`src/pwm_timer_defines.svh`:
```
// offsets, field positions, reset values of the pwm timer
`ifndef PWM_TIMER_DEFINES_SVH
`define PWM_TIMER_DEFINES_SVH
`define OFF_CTRL      8'h00
`define OFF_PRESCALE  8'h04
`define OFF_RELOAD    8'h08
`define OFF_COUNT     8'h0C
`define OFF_STATUS    8'h10
`define OFF_CLEAR     8'h14
`define OFF_IRQ_EN    8'h18
`define OFF_DMA_EN    8'h1C
`define OFF_CHCFG0    8'h20
`define OFF_COMPARE0  8'h30
`define OFF_DEADTIME  8'h40
`define OFF_OUTEN     8'h44
`define CTRL_EN       0
`define CTRL_DOWN     1
`define CTRL_CENTER   2
`define CTRL_ONEPULSE 3
`define CTRL_SLAVE_LO 4
`define CTRL_FREEZE   7
`define CTRL_DBG_OFF  8
`define CTRL_HALL     9
`define CTRL_W        10
`define STAT_UPDATE   0
`define STAT_CH_LO    1
`define STAT_W        5
`define RST_CTRL      10'h000
`define RST_RELOAD    16'hFFFF
`define RST_PRESCALE  16'h0000
`define RST_DEADTIME  8'h00
`endif

```
`src/pwm_timer_pkg.sv`:
```
// types shared by the pwm timer files
package pwm_timer_pkg;
  typedef enum logic [1:0] {
    CH_CAPTURE = 2'h0,
    CH_COMPARE = 2'h1,
    CH_PWM     = 2'h2,
    CH_ONEPULSE = 2'h3
  } chan_mode_e;
  typedef enum logic [2:0] {
    SL_NONE    = 3'h0,
    SL_RESET   = 3'h1,
    SL_GATED   = 3'h2,
    SL_START   = 3'h3,
    SL_EXTCLK  = 3'h4,
    SL_ENCODER = 3'h5
  } slave_mode_e;
  typedef enum logic [2:0] {
    CNT_IDLE = 3'b001,
    CNT_UP   = 3'b010,
    CNT_DOWN = 3'b100
  } cnt_state_e;
  typedef struct packed {
    logic       active_low;
    chan_mode_e mode;
  } chan_cfg_s;
  typedef struct packed {
    logic        hall;
    logic        dbg_off;
    logic        freeze;
    slave_mode_e slave;
    logic        onepulse;
    logic        center;
    logic        down;
    logic        en;
  } ctrl_s;
endpackage
```
`src/multi_channel_pwm_timer.sv`:
```
// 16-bit timer with four channels, dead time, encoder and slave modes
// Functional notes
// (RULE1) 16-bit auto-reload counter counting up, down or up-then-down.
// (RULE2) prescaler divides the clock by any ratio 1 to 65536.
// (RULE3) four channels: capture, compare, pwm or one-pulse output.
// (RULE4) pwm works edge-aligned and centre-aligned.
// (RULE5) advanced variant drives complementary pairs with programmable dead time.
// (RULE6) advanced variant serves as three-phase pwm on six outputs.
// (RULE7) advanced pwm covers duty from always off to always on.
// (RULE8) debug halt can freeze counter; advanced variant can blank outputs.
// (RULE9) each timer raises its own dma request.
// (RULE10) trigger in/out lets timers reset, start or clock each other.
// (RULE11) general timer decodes quadrature encoder, counting up or down.
// (RULE12) general timer takes one to three hall sensor inputs.
// (RULE13) basic variant counts up only, no channels, triggers dac. Here basic masks its channels, and encoder mode counts down.
// (RULE14) overflow or underflow reloads and raises update event.
// (RULE15) new prescale ratio applies only from the next update. Here it is also taken while the counter is idle.
//
// The implementer's own choices: the address map and the strobed register port.
`timescale 1ns/1ps
`include "pwm_timer_defines.svh"
module multi_channel_pwm_timer #(
  parameter int VARIANT = 0,
  parameter int W       = 16,
  parameter int NCH     = 4,
  parameter int DW      = 8
) (
  input  wire logic            core_clk,
  input  wire logic            reset_n,
  input  wire logic [7:0]      reg_addr,
  input  wire logic [31:0]     reg_wdata,
  input  wire logic            reg_wr,
  input  wire logic            reg_rd,
  output logic      [31:0]     reg_rdata,
  input  wire logic [NCH-1:0]  ch_in,
  output logic      [NCH-1:0]  ch_out,
  output logic      [NCH-1:0]  ch_oe,
  output logic      [NCH-1:0]  ch_out_n,
  output logic      [NCH-1:0]  ch_oe_n,
  input  wire logic            dbg_halt,
  input  wire logic            trig_in,
  output logic                 trig_out,
  output logic                 dac_trig,
  output logic                 dma_req,
  output logic                 irq
);
  localparam logic BASIC = (VARIANT == 2);
  localparam logic ADV   = (VARIANT == 0);

  pwm_timer_pkg::ctrl_s      ctrl;
  pwm_timer_pkg::cnt_state_e state;
  pwm_timer_pkg::chan_cfg_s  chcfg [NCH];
  logic [W-1:0]        compare [NCH];
  logic [W-1:0]        captured [NCH];
  logic [W-1:0]        count;
  logic [W-1:0]        reload;
  logic [W-1:0]        prescale;
  logic [W-1:0]        prescale_act;
  logic [W-1:0]        psc_cnt;
  logic [DW-1:0]       dead;
  logic [`STAT_W-1:0]  status;
  logic [`STAT_W-1:0]  irq_en;
  logic [`STAT_W-1:0]  dma_en;
  logic [`STAT_W-1:0]  events;
  logic [NCH-1:0]      ch_evt;
  logic [NCH-1:0]      pos_out;
  logic [NCH-1:0]      neg_out;
  logic [NCH-1:0]      out_en;
  logic [NCH-1:0]      neg_en;
  logic                main_en;
  logic [NCH-1:0]      sync1;
  logic [NCH-1:0]      sync2;
  logic [NCH-1:0]      sync3;
  logic                hall_q;
  logic                hall_lvl;
  logic [NCH-1:0]      cap_rise;
  logic                frozen;
  logic                run;
  logic                psc_tick;
  logic                tick;
  logic                enc_step;
  logic                enc_up;
  logic                upd;
  logic                any_onepulse;
  logic                wr_ctrl;

  // ---------------------------------
  // pin synchronisers
  // ---------------------------------
  always_ff @(posedge core_clk)
  begin
    if (!reset_n)
    begin
      sync1  <= '0;
      sync2  <= '0;
      sync3  <= '0;
      hall_q <= 1'b0;
    end
    else
    begin
      sync1  <= ch_in;
      sync2  <= sync1;
      sync3  <= sync2;
      hall_q <= hall_lvl;
    end
  end

  // (RULE12) any hall edge captures on channel 0
  assign hall_lvl = ^sync2[2:0];

  always_comb
  begin
    cap_rise = sync2 & ~sync3;
    if (ctrl.hall)
      cap_rise[0] = hall_lvl ^ hall_q;
  end

  // (RULE11) x4 quadrature decode on inputs 0 and 1
  assign enc_step = (sync2[0] ^ sync3[0]) | (sync2[1] ^ sync3[1]);
  assign enc_up   = sync2[0] ^ sync3[1];

  // ---------------------------------
  // count enable and tick
  // ---------------------------------
  // (RULE8) debug halt freezes the counter
  assign frozen = ctrl.freeze & dbg_halt;
  assign run    = ctrl.en & !frozen &
                  !(ctrl.slave == pwm_timer_pkg::SL_GATED && !trig_in);
  assign psc_tick = run && psc_cnt == prescale_act;

  // (RULE10) another timer's trigger clocks this counter
  always_comb
  begin
    case (ctrl.slave)
      pwm_timer_pkg::SL_EXTCLK:  tick = run & trig_in;
      pwm_timer_pkg::SL_ENCODER: tick = run & enc_step;
      default:                   tick = psc_tick;
    endcase
  end

  // (RULE2) divide by prescale plus one
  always_ff @(posedge core_clk)
  begin
    if (!reset_n)
      psc_cnt <= '0;
    else if (upd || !run)
      psc_cnt <= '0;
    else if (psc_tick)
      psc_cnt <= '0;
    else
      psc_cnt <= psc_cnt + 1'b1;
  end

  // (RULE15) ratio latched at update, or while the counter is idle
  always_ff @(posedge core_clk)
  begin
    if (!reset_n)
      prescale_act <= `RST_PRESCALE;
    else if (upd || state == pwm_timer_pkg::CNT_IDLE)
      prescale_act <= prescale;
  end

  // ---------------------------------
  // counter
  // ---------------------------------
  always_comb
  begin
    upd = 1'b0;
    if (ctrl.slave == pwm_timer_pkg::SL_RESET && trig_in && ctrl.en)
      upd = 1'b1;
    else if (tick && ctrl.slave == pwm_timer_pkg::SL_ENCODER)
      upd = enc_up ? count >= reload : count == '0;
    else if (tick && state == pwm_timer_pkg::CNT_UP)
      upd = count >= reload;
    else if (tick && state == pwm_timer_pkg::CNT_DOWN)
      upd = count == '0;
  end

  // (RULE1) up, down and centre counting with reload
  always_ff @(posedge core_clk)
  begin
    if (!reset_n)
    begin
      count <= '0;
      state <= pwm_timer_pkg::CNT_IDLE;
    end
    else if (ctrl.slave == pwm_timer_pkg::SL_RESET && trig_in && ctrl.en)
      count <= (state == pwm_timer_pkg::CNT_DOWN) ? reload : '0;
    else if (ctrl.slave == pwm_timer_pkg::SL_ENCODER)
    begin
      state <= pwm_timer_pkg::CNT_UP;
      if (tick)
      begin
        if (enc_up)
          count <= (count >= reload) ? '0 : count + 1'b1;
        else
          count <= (count == '0) ? reload : count - 1'b1;
      end
    end
    else
    begin
      case (state)
        pwm_timer_pkg::CNT_IDLE:
          if (ctrl.en)
            // (RULE13) basic variant never starts counting down; only encoder mode counts it down
            state <= (ctrl.down && !ctrl.center && !BASIC)
                     ? pwm_timer_pkg::CNT_DOWN : pwm_timer_pkg::CNT_UP;
        pwm_timer_pkg::CNT_UP:
          if (tick)
          begin
            // (RULE14) overflow reloads from zero
            if (count >= reload)
            begin
              if (ctrl.center && !BASIC)
              begin
                state <= pwm_timer_pkg::CNT_DOWN;
                count <= count - 1'b1;
              end
              else
                count <= '0;
            end
            else
              count <= count + 1'b1;
          end
        pwm_timer_pkg::CNT_DOWN:
          if (tick)
          begin
            // (RULE14) underflow reloads from reload
            if (count == '0)
            begin
              if (ctrl.center)
              begin
                state <= pwm_timer_pkg::CNT_UP;
                count <= count + 1'b1;
              end
              else
                count <= reload;
            end
            else
              count <= count - 1'b1;
          end
        default:
          state <= pwm_timer_pkg::CNT_IDLE;
      endcase
      if (wr_ctrl && !reg_wdata[`CTRL_EN])
        state <= pwm_timer_pkg::CNT_IDLE;
      else if (wr_ctrl && state == pwm_timer_pkg::CNT_IDLE)
        state <= pwm_timer_pkg::CNT_IDLE;
    end
  end

  // ---------------------------------
  // channels
  // ---------------------------------
  always_comb
  begin
    any_onepulse = 1'b0;
    for (int i = 0; i < NCH; i++)
      any_onepulse |= chcfg[i].mode == pwm_timer_pkg::CH_ONEPULSE;
  end

  // (RULE3) four independent channels, kept for basic but with outputs and events masked
  // (RULE6) three pairs plus a fourth make the phase outputs
  for (genvar i = 0; i < NCH; i++)
  begin : g_ch
    pwm_channel #(
      .W  (W),
      .DW (DW)
    ) u_ch (
      .core_clk    (core_clk),
      .reset_n     (reset_n),
      .tick        (tick),
      .count       (count),
      .cfg         (chcfg[i]),
      .compare     (compare[i]),
      .cap_rise    (cap_rise[i]),
      .dead        (ADV ? dead : '0),
      .event_pulse (ch_evt[i]),
      .captured    (captured[i]),
      .pos_out     (pos_out[i]),
      .neg_out     (neg_out[i])
    );
  end

  // (RULE8) blank outputs during debug halt
  always_comb
  begin
    for (int i = 0; i < NCH; i++)
    begin
      ch_oe[i]   = !BASIC && main_en && out_en[i] &&
                   chcfg[i].mode != pwm_timer_pkg::CH_CAPTURE &&
                   !(ADV && ctrl.dbg_off && dbg_halt);
      // (RULE5) complementary side exists on the advanced variant only
      ch_oe_n[i] = ADV && ch_oe[i] && neg_en[i];
    end
  end

  assign ch_out   = pos_out;
  assign ch_out_n = neg_out;

  // ---------------------------------
  // events, interrupt, dma, triggers
  // ---------------------------------
  assign events = {BASIC ? {NCH{1'b0}} : ch_evt, upd};

  // set wins over a simultaneous clear
  always_ff @(posedge core_clk)
  begin
    if (!reset_n)
      status <= '0;
    else
    begin
      if (reg_wr && reg_addr == `OFF_CLEAR)
        status <= (status & ~reg_wdata[`STAT_W-1:0]) | events;
      else
        status <= status | events;
    end
  end

  assign irq = |(status & irq_en);

  // (RULE9) dma request per timer on enabled events
  // (RULE10) update pulse drives the link to other timers
  // (RULE13) update also triggers the dac
  always_ff @(posedge core_clk)
  begin
    if (!reset_n)
    begin
      dma_req  <= 1'b0;
      trig_out <= 1'b0;
      dac_trig <= 1'b0;
    end
    else
    begin
      dma_req  <= |(events & dma_en);
      trig_out <= upd;
      dac_trig <= upd;
    end
  end

  // ---------------------------------
  // register writes
  // ---------------------------------
  assign wr_ctrl = reg_wr && reg_addr == `OFF_CTRL;

  always_ff @(posedge core_clk)
  begin
    if (!reset_n)
      ctrl <= pwm_timer_pkg::ctrl_s'(`RST_CTRL);
    else if (wr_ctrl)
      ctrl <= pwm_timer_pkg::ctrl_s'(reg_wdata[`CTRL_W-1:0]);
    // (RULE10) trigger starts the counter
    else if (ctrl.slave == pwm_timer_pkg::SL_START && trig_in)
      ctrl.en <= 1'b1;
    // one-pulse stops at the update
    else if (upd && (ctrl.onepulse || any_onepulse))
      ctrl.en <= 1'b0;
  end

  always_ff @(posedge core_clk)
  begin
    if (!reset_n)
    begin
      prescale <= `RST_PRESCALE;
      reload   <= `RST_RELOAD;
      dead     <= `RST_DEADTIME;
      irq_en   <= '0;
      dma_en   <= '0;
      main_en  <= 1'b0;
      out_en   <= '0;
      neg_en   <= '0;
    end
    else if (reg_wr)
    begin
      case (reg_addr)
        `OFF_PRESCALE: prescale <= reg_wdata[W-1:0];
        `OFF_RELOAD:   reload   <= reg_wdata[W-1:0];
        `OFF_DEADTIME: dead     <= reg_wdata[DW-1:0];
        `OFF_IRQ_EN:   irq_en   <= reg_wdata[`STAT_W-1:0];
        `OFF_DMA_EN:   dma_en   <= reg_wdata[`STAT_W-1:0];
        `OFF_OUTEN:
        begin
          out_en  <= reg_wdata[NCH-1:0];
          neg_en  <= reg_wdata[2*NCH-1:NCH];
          main_en <= reg_wdata[2*NCH];
        end
        default: ;
      endcase
    end
  end

  // per-channel config and compare, word per channel
  always_ff @(posedge core_clk)
  begin
    if (!reset_n)
    begin
      for (int i = 0; i < NCH; i++)
      begin
        chcfg[i]   <= '0;
        compare[i] <= '0;
      end
    end
    else if (reg_wr)
    begin
      for (int i = 0; i < NCH; i++)
      begin
        if (reg_addr == `OFF_CHCFG0 + 8'(4 * i))
          chcfg[i] <= pwm_timer_pkg::chan_cfg_s'(reg_wdata[2:0]);
        if (reg_addr == `OFF_COMPARE0 + 8'(4 * i))
          compare[i] <= reg_wdata[W-1:0];
      end
    end
  end

  // ---------------------------------
  // register reads
  // ---------------------------------
  always_ff @(posedge core_clk)
  begin
    if (!reset_n)
      reg_rdata <= '0;
    else if (reg_rd)
    begin
      reg_rdata <= '0;
      case (reg_addr)
        `OFF_CTRL:     reg_rdata <= 32'(ctrl);
        `OFF_PRESCALE: reg_rdata <= 32'(prescale);
        `OFF_RELOAD:   reg_rdata <= 32'(reload);
        `OFF_COUNT:    reg_rdata <= 32'(count);
        `OFF_STATUS:   reg_rdata <= 32'(status);
        `OFF_IRQ_EN:   reg_rdata <= 32'(irq_en);
        `OFF_DMA_EN:   reg_rdata <= 32'(dma_en);
        `OFF_DEADTIME: reg_rdata <= 32'(dead);
        `OFF_OUTEN:    reg_rdata <= 32'({main_en, neg_en, out_en});
        default:
          for (int i = 0; i < NCH; i++)
          begin
            if (reg_addr == `OFF_CHCFG0 + 8'(4 * i))
              reg_rdata <= 32'(chcfg[i]);
            // capture channels read back the captured count
            if (reg_addr == `OFF_COMPARE0 + 8'(4 * i))
              reg_rdata <= 32'((chcfg[i].mode == pwm_timer_pkg::CH_CAPTURE)
                               ? captured[i] : compare[i]);
          end
      endcase
    end
  end
endmodule

```
`src/pwm_channel.sv`:
```
// one capture/compare channel with dead-time pair output
`timescale 1ns/1ps
module pwm_channel #(
  parameter int W  = 16,
  parameter int DW = 8
) (
  input  wire logic                     core_clk,
  input  wire logic                     reset_n,
  input  wire logic                     tick,
  input  wire logic [W-1:0]             count,
  input  wire pwm_timer_pkg::chan_cfg_s cfg,
  input  wire logic [W-1:0]             compare,
  input  wire logic                     cap_rise,
  input  wire logic [DW-1:0]            dead,
  output logic                          event_pulse,
  output logic [W-1:0]                  captured,
  output logic                          pos_out,
  output logic                          neg_out
);
  logic          ref_lvl;
  logic          ref_q;
  logic          toggle;
  logic [DW-1:0] dead_cnt;

  // ---------------------------------
  // reference waveform
  // ---------------------------------
  always_ff @(posedge core_clk)
  begin
    if (!reset_n)
      toggle <= 1'b0;
    else if (cfg.mode == pwm_timer_pkg::CH_COMPARE && tick && count == compare)
      toggle <= ~toggle;
  end

  always_comb
  begin
    case (cfg.mode)
      // (RULE4) level compare serves both alignments
      // (RULE7) zero compare never active, above reload always active
      pwm_timer_pkg::CH_PWM:      ref_lvl = count < compare;
      pwm_timer_pkg::CH_ONEPULSE: ref_lvl = count < compare;
      pwm_timer_pkg::CH_COMPARE:  ref_lvl = toggle;
      default:                    ref_lvl = 1'b0;
    endcase
  end

  // ---------------------------------
  // capture and events
  // ---------------------------------
  // (RULE3) capture or compare event
  always_ff @(posedge core_clk)
  begin
    if (!reset_n)
    begin
      captured    <= '0;
      event_pulse <= 1'b0;
    end
    else if (cfg.mode == pwm_timer_pkg::CH_CAPTURE)
    begin
      event_pulse <= cap_rise;
      if (cap_rise)
        captured <= count;
    end
    else
      event_pulse <= tick && count == compare;
  end

  // ---------------------------------
  // dead time
  // ---------------------------------
  // (RULE5) both sides inactive for dead cycles on each edge
  always_ff @(posedge core_clk)
  begin
    if (!reset_n)
    begin
      ref_q    <= 1'b0;
      dead_cnt <= '0;
    end
    else
    begin
      ref_q <= ref_lvl;
      if (ref_lvl != ref_q)
        dead_cnt <= dead;
      else if (dead_cnt != '0)
        dead_cnt <= dead_cnt - 1'b1;
    end
  end

  always_ff @(posedge core_clk)
  begin
    if (!reset_n)
    begin
      pos_out <= 1'b0;
      neg_out <= 1'b0;
    end
    else
    begin
      pos_out <= (ref_q && dead_cnt == '0) ^ cfg.active_low;
      neg_out <= (!ref_q && dead_cnt == '0) ^ cfg.active_low;
    end
  end
endmodule

```
`config.mk`:
```
export PLATFORM = sky130hd
export DESIGN_NAME = multi_channel_pwm_timer
export DESIGN_NICKNAME = d
export VERILOG_FILES = /design/src/pwm_timer_pkg.sv /design/src/multi_channel_pwm_timer.sv /design/src/pwm_channel.sv
export VERILOG_INCLUDE_DIRS = /design/src
export SDC_FILE = /design/constraint.sdc
export NUM_CORES = 1
export LEC_CHECK = 0
export ABC_AREA = 1
export BUFFER_PORTS_ARGS = -buffer_cell sky130_fd_sc_hd__buf_2
export CORE_AREA = 2 2 173 302
export CTS_CLUSTER_DIAMETER = 40
export DETAILED_ROUTE_END_ITERATION = 10
export DIE_AREA = 0 0 175 304
export SLEW_MARGIN = 20
export SYNTH_ARGS = -nofsm -noshare
export SYNTH_HDL_FRONTEND = slang
export SYNTH_SLANG_ARGS = --single-unit
```
`constraint.sdc`:
```
create_clock -name core_clk -period 8.3 [get_ports core_clk]
set_input_delay 0.83 -clock core_clk [delete_from_list [all_inputs] [get_ports core_clk]]
set_output_delay 0.83 -clock core_clk [all_outputs]
set_load 0.02 [all_outputs]
```
Word-level counts from Yosys, hierarchy flattened
Memory sizes are Yosys's and may differ from the RTL's. Cells that the tools add are included. Widths: inputs -> output; s select.

Register bits after elaboration: 288. Bits in writable memories: 76. Input port bits: 50. Output and inout port bits: 52. Logic and storage cells: 385. Memories: 2.

Memory list: compare (words 4, bits a word 16, rd ports 4, clocked after memory_dff 0, write ports 4, RTL line multi_channel_pwm_timer.sv:53) `logic [W-1:0] compare [NCH];`; chcfg (words 4, bits a word 3, rd ports 4, clocked after memory_dff 0, write ports 4, RTL line multi_channel_pwm_timer.sv:52) `pwm_timer_pkg::chan_cfg_s chcfg [NCH];`.

Add/subtract/negate cells: 7. $lt $le $gt $ge: 5. Equal/unequal tests: 56. Multiplexer cells: 107. Bitwise gates (word level): 43. Reductions and logical operators: 109.

Operators by type and width (number): $mux 16 (21); $pmux 32 s9 (1); $mux 32 (7); $eq 16x16->1 (5); $eq 8x6->1 const B (8); $lt 16x16->1 (4); $mux 8 (8); $logic_and 1x1->1 (51); $mux 3 (16); $mux 1 (46); $logic_not 8->1 (5); $add 16x1->16 const B (2); $eq 8x5->1 const B (4); $pmux 16 s2 (1); $reduce_bool 8->1 (4); $sub 8x1->8 const B (4); $ne 5x3->1 const B (4); $reduce_and 2->1 (10); $eq 2x2->1 const B (8); $eq 8x4->1 const B (2); $eq 8x7->1 const B (2); $ge 16x16->1 (1); $logic_not 16->1 (1); $reduce_bool 2->1 (8); 33 further kinds (104).

Logic depth before layout (Yosys ltp)
Word-level depth: 15. Mapped depth: 18. Depth with buffers taken out: 18.

Modules after synthesis
A second synthesis with hierarchy kept.

Cells, all modules: 2853. Area, all modules: 20333.3 sq um.

By module, submodules not included: multi_channel_pwm_timer (instances 1, cells each 1893, area an instance 13606.8 sq um, sequential area each 5405.2 sq um); pwm_channel (instances 4, cells each 240, area an instance 1681.6 sq um, sequential area each 580.6 sq um).

Least setup slack after synthesis
Ideal clock, no wire load.

Kind: in2reg. Start point: input port reg_addr[7]. End point: memory compare[3][0] (enable). Setup time: 0.411 ns. Data arrival time: 2.854 ns. Data required time: 7.889 ns. Slack: 5.035 ns. Stages on the path: 6. Buffers on the path: 1. Cell sequence: nor2_2 -> nand3_1 -> nor2_2 -> buf_2 -> inv_1 -> o21ai_0.

RTL lines: start, declared (RTL line multi_channel_pwm_timer.sv:30) `input wire logic [7:0] reg_addr,`; end, declared (RTL line multi_channel_pwm_timer.sv:53).

Worst setup path in the final report
Start point: register count[13]. End point: register state[2].

Longest elaborated chain between the ends: 3. Elaborated cells on any way between the ends: 5. Those cells by class: 1 x order compare; 2 x eq/ne; 2 x reduce/logical.

Ends and longest elaborated chain: start, declared (RTL line multi_channel_pwm_timer.sv:55) `logic [W-1:0] count;`; start signal, assigned (RTL line multi_channel_pwm_timer.sv:188) `count <= (state == pwm_timer_pkg::CNT_DOWN) ? reload : '0;`; start signal, assigned (RTL line multi_channel_pwm_timer.sv:195) `count <= (count >= reload) ? '0 : count + 1'b1;`; start signal, assigned (RTL line multi_channel_pwm_timer.sv:197) `count <= (count == '0) ? reload : count - 1'b1;`; $ge 16x16->1 / $logic_not 16->1 (equally long branches) (RTL line multi_channel_pwm_timer.sv:212, multi_channel_pwm_timer.sv:229); $ne 5x3->1 (no line); $reduce_and 8->1 (no line) (*); end signal, assigned (RTL line multi_channel_pwm_timer.sv:206) `state <= (ctrl.down && !ctrl.center && !BASIC)`; end signal, assigned (RTL line multi_channel_pwm_timer.sv:216) `state <= pwm_timer_pkg::CNT_DOWN;`; end signal, assigned (RTL line multi_channel_pwm_timer.sv:233) `state <= pwm_timer_pkg::CNT_UP;`; end, declared (RTL line multi_channel_pwm_timer.sv:51) `pwm_timer_pkg::cnt_state_e state;`.

Every way passes the cells marked *; elsewhere a longest branch is shown, timed or not. A chain may end at the register's enable or synchronous reset.

==> run summary <==
• completed — run status
• no — RSZ-0062 raised after global routing
• 7.15 um2 — per-instance average area after synthesis
• 0.57 ns — later-pin clock latency in the skew report
• 5.60% — adder-cell area share of the yosys netlist
• 0 — reported max-cap violation count
• 0 — number of antenna repair diodes
• 38.4% — Seq/Total Area, Yosys
• 0 ns — setup TNS
• 0 — residual DRC count
• 0.00139 W — net switching power
• 71.9 mm — sum of routed wire length over all layers
• sky130_fd_sc_hd__dfxtp_1 — commonest register cell after synthesis
• 26.3% — overall routing resource usage
• 0 — total gr overflow
• 8.77 ns — required time reported for the critical path endpoint
• 26.2% — Synth Area in Simple Gates
• 0 — Syn. warnings
• sky130_fd_sc_hd__clkbuf_16 — Root Buffer Master
• 9.48% — layout cells sized above 1
• 53200 um2 — Die ar.
• 0% — portion of netlist area occupied by mux cells
• 17.6% — complex-gate fraction of the synthesized area
• 569 x sky130_fd_sc_hd__nand2_1, 327 x sky130_fd_sc_hd__nor2_1, 291 x sky130_fd_sc_hd__a21oi_1 — ranking of synthesized cells by instance count
• 0.00326 W — Cell Int Power
• 39.4% — effective utilization at floorplan
• 5.56 — vias per inst
• flip-flop — CP Capture Type
• 1.10 ns — transition time at the pin with the least slew margin
• 3.39 ns — minimum period implied by the final worst setup slack
• 108 mm — first-pass GRT wire length
• 5226 — fillers
• 0 — antenna-violating nets left
• reg -> reg — class of the worst hold path
• 3.86 ns — CP arrival
• 30.0% — switch share
• 0 — number of antenna violations at the first check in global routing
• 19600 — via total after detailed routing
• 0.06 ns — clock-pin slew of the registers on the worst-case setup and hold paths
• 2811 — Synth Instances
• 0 — max-slew violation count
• 3 — deepest clock path buffer count
• 0.0237 ns — worst-case clock skew
• 69 — buffers added on ports
• 295 MHz — peak clock frequency supported by timing
• 10500 um2 — Multi-input gate area
• sky130_fd_sc_hd__dfxtp_1 — cell taking the most area after synthesis
• 0.116 mV — maximum vdd drop
• sky130_fd_sc_hd__dfxtp_1 27%, sky130_fd_sc_hd__edfxtp_1 11%, sky130_fd_sc_hd__nand2_1 11% — ranking of synthesized cells by area
• 46.1% — GR Layer Usage met2
• 2 — Max H-tree Level
• 0 — final-report hold violation count
• 0 — number of buffers added for setup after CTS
• simple AND/OR/NAND/NOR gates — largest family of logic cells by synthesized area
• 40.9% — final critical-path share of the clock period
• 10.5% — synthesis-to-layout area growth
• 52.3 mm — placed wire-length estimate after detailed placement
• 7730 um2 — footprint of the flip-flops and latches
• reg -> reg — type of the worst setup path
• 20.4 um — DR WL/cell
• 19 — critical path peak fanout
• 5 — number of iterations in the first detailed-routing pass
• 19100 — vias in the first global route
• 0 — count of cells resized by post-cts repair
• 51100 um2 — Core ar.
• 20100 um2 — area of the mapped netlist
• 41 — CTS Buf Count
• 1670 — count of routing violations after the opening detailed-route iteration
• 41.3% — part of the power in registers
• 102 — # IOs
• 348 — flip-flop and latch count after synthesis
• 60 — distinct cell type count of the synthesized netlist
• 2955 — Total Nets Final
• 209 nW/um2 — PwrDens
• 9.83 nW — static leakage
• 348 — number of sinks driven by the clock tree
• 140 — pin count of the biggest net entering global routing
• 76 — Post-synth EDFFs
• 27.1% — post-synth top area share
• 16.5% — logic gate share of total power
• 4.91 ns — Worst Setup Slack, final
• sky130_fd_sc_hd__nand2_1 — most instantiated library cell after synthesis
• 4.75 ns — Post-Place Setup Slack
• 26.5% — Slew Limit Headroom
• 0.943 — final weighted congestion in routability-driven placement
• 175 um — die width
• 304 um — Die Y-Extent
• 42.2% — Clock power frac
• 0% — async set-or-reset flop fraction in the synthesized netlist
• 0 — Hold-fix buffers, CTS
• met2 — GR peak layer
• 28.7% — GRT met1 Usage
• flip-flop — Critical Path Start Type
• 110 — Row Count
• 2.40% — xor and xnor area share after synthesis
• 3.14% — met3 usage
• 0 — setup violation total in the final timing report
• done — CTS tree
stage by stage:
step | instances | hold slack (ns) | instance area (um2) | utilization [%] | total power (W)
global route | 3519 | 0.431 | 22200 | 43.5 | 0.00486
global placement | 3444 | 0.399 | 20700 | 40.6 | 0.00270
finish | 3519 | 0.418 | 22200 | 43.5 | 0.00465
floorplan | 2826 | 0.390 | 20200 | - | 0.00255
CTS | 3519 | 0.422 | 22200 | 43.5 | 0.00467
detailed placement | 3444 | 0.404 | 20700 | 40.6 | 0.00272
final timing paths:
path / endpoint / depth (start not counted) / startpoint / slack, ns
hold reg to reg: sync2[0]$_SDFF_PN0_ / 2 / sync1[0]$_SDFF_PN0_ / 0.42
setup reg to reg: state[2]$_SDFFE_PN0P_ / 12 / count[13]$_SDFFE_PN0P_ / 4.91
setup / recovery: state[2]$_SDFFE_PN0P_ / 12 / count[13]$_SDFFE_PN0P_ / 4.91
hold / removal: sync2[0]$_SDFF_PN0_ / 2 / sync1[0]$_SDFF_PN0_ / 0.42
per-layer routing:
| layer | vias up | routed length, um |
|---|---|---|
| met5 | - | 0 |
| met4 | 0 | 6200 |
| met3 | 272 | 4030 |
| met2 | 871 | 35400 |
| met1 | 9125 | 26300 |
| li1 | 9300 | - |
worst max-delay path, cell delays in order, from the launching register on:
cell	delay, ns
sky130_fd_sc_hd__dfxtp_1	0.85
sky130_fd_sc_hd__ha_1	0.38
sky130_fd_sc_hd__a21oi_1	0.17
sky130_fd_sc_hd__o21ai_1	0.11
sky130_fd_sc_hd__nor2_4	0.48
sky130_fd_sc_hd__nand3_2	0.50
sky130_fd_sc_hd__nand2_1	0.18
sky130_fd_sc_hd__nand2_1	0.07
sky130_fd_sc_hd__nand2_1	0.05
sky130_fd_sc_hd__nand2_1	0.12
sky130_fd_sc_hd__nand2_1	0.14
sky130_fd_sc_hd__nand2_1	0.08
sky130_fd_sc_hd__a21oi_1	0.16
sequential cells by signal, summed over array words and instances (netlist names), 5 cells and up:
signal              cells
compare                64
g_ch.u_ch.captured     64
g_ch.u_ch.dead_cnt     32
count                  16
prescale               16
prescale_act           16
psc_cnt                16
reg_rdata              16
reload                 16
chcfg                  12
ctrl                   10
dead                    8
dma_en                  5
irq_en                  5
status                  5
cell usage in the layout (no fill, tap or decap), types with 21 or more instances in the layout:
cell type                   count
sky130_fd_sc_hd__nor2_2        45
sky130_fd_sc_hd__inv_2         21
sky130_fd_sc_hd__edfxtp_1      76
sky130_fd_sc_hd__dfxtp_1      272
sky130_fd_sc_hd__buf_4         22
sky130_fd_sc_hd__a21oi_1      291
sky130_fd_sc_hd__clkbuf_16     43
sky130_fd_sc_hd__nand4_1       36
sky130_fd_sc_hd__o21ai_0      248
sky130_fd_sc_hd__inv_1        285
sky130_fd_sc_hd__nor2_1       322
sky130_fd_sc_hd__nand2_1      569
sky130_fd_sc_hd__ha_1          90
sky130_fd_sc_hd__buf_2         68
sky130_fd_sc_hd__xor2_1        37
sky130_fd_sc_hd__nor3_1        32
sky130_fd_sc_hd__o211ai_1      45
sky130_fd_sc_hd__nand3_1      148
power by group through the flow:
stage,clock network (W),registers [W],logic [W]
final,0.00196,0.00192,0.000770
after global placement,0,0.00195,0.000744
after CTS,0.00199,0.00192,0.000765
after global routing,0.00205,0.00194,0.000875
after detailed placement,0,0.00196,0.000758
after floorplan,0,0.00194,0.000616
kinds of logic after synthesis:
group                      after synthesis
and+or+nand+nor                       1209
AOI/OAI and AO/OA                      653
buffers and inverters                  455
DFF                                    348
adders and majority gates               90
xor gates and xnor gates                55
other                                    1
area by class of cell:
class | instances | area share [%]
Multi-Input combinational cell | 2023 | 47.2
Sequential cell | 348 | 34.8
Inverter | 310 | 5.24
Clock buffer | 48 | 5.06
Tap cell | 672 | 3.78
Timing Repair Buffer | 91 | 2.33
Clock inverter | 27 | 1.56
Note: power is estimated with default switching activity, not from simulation.
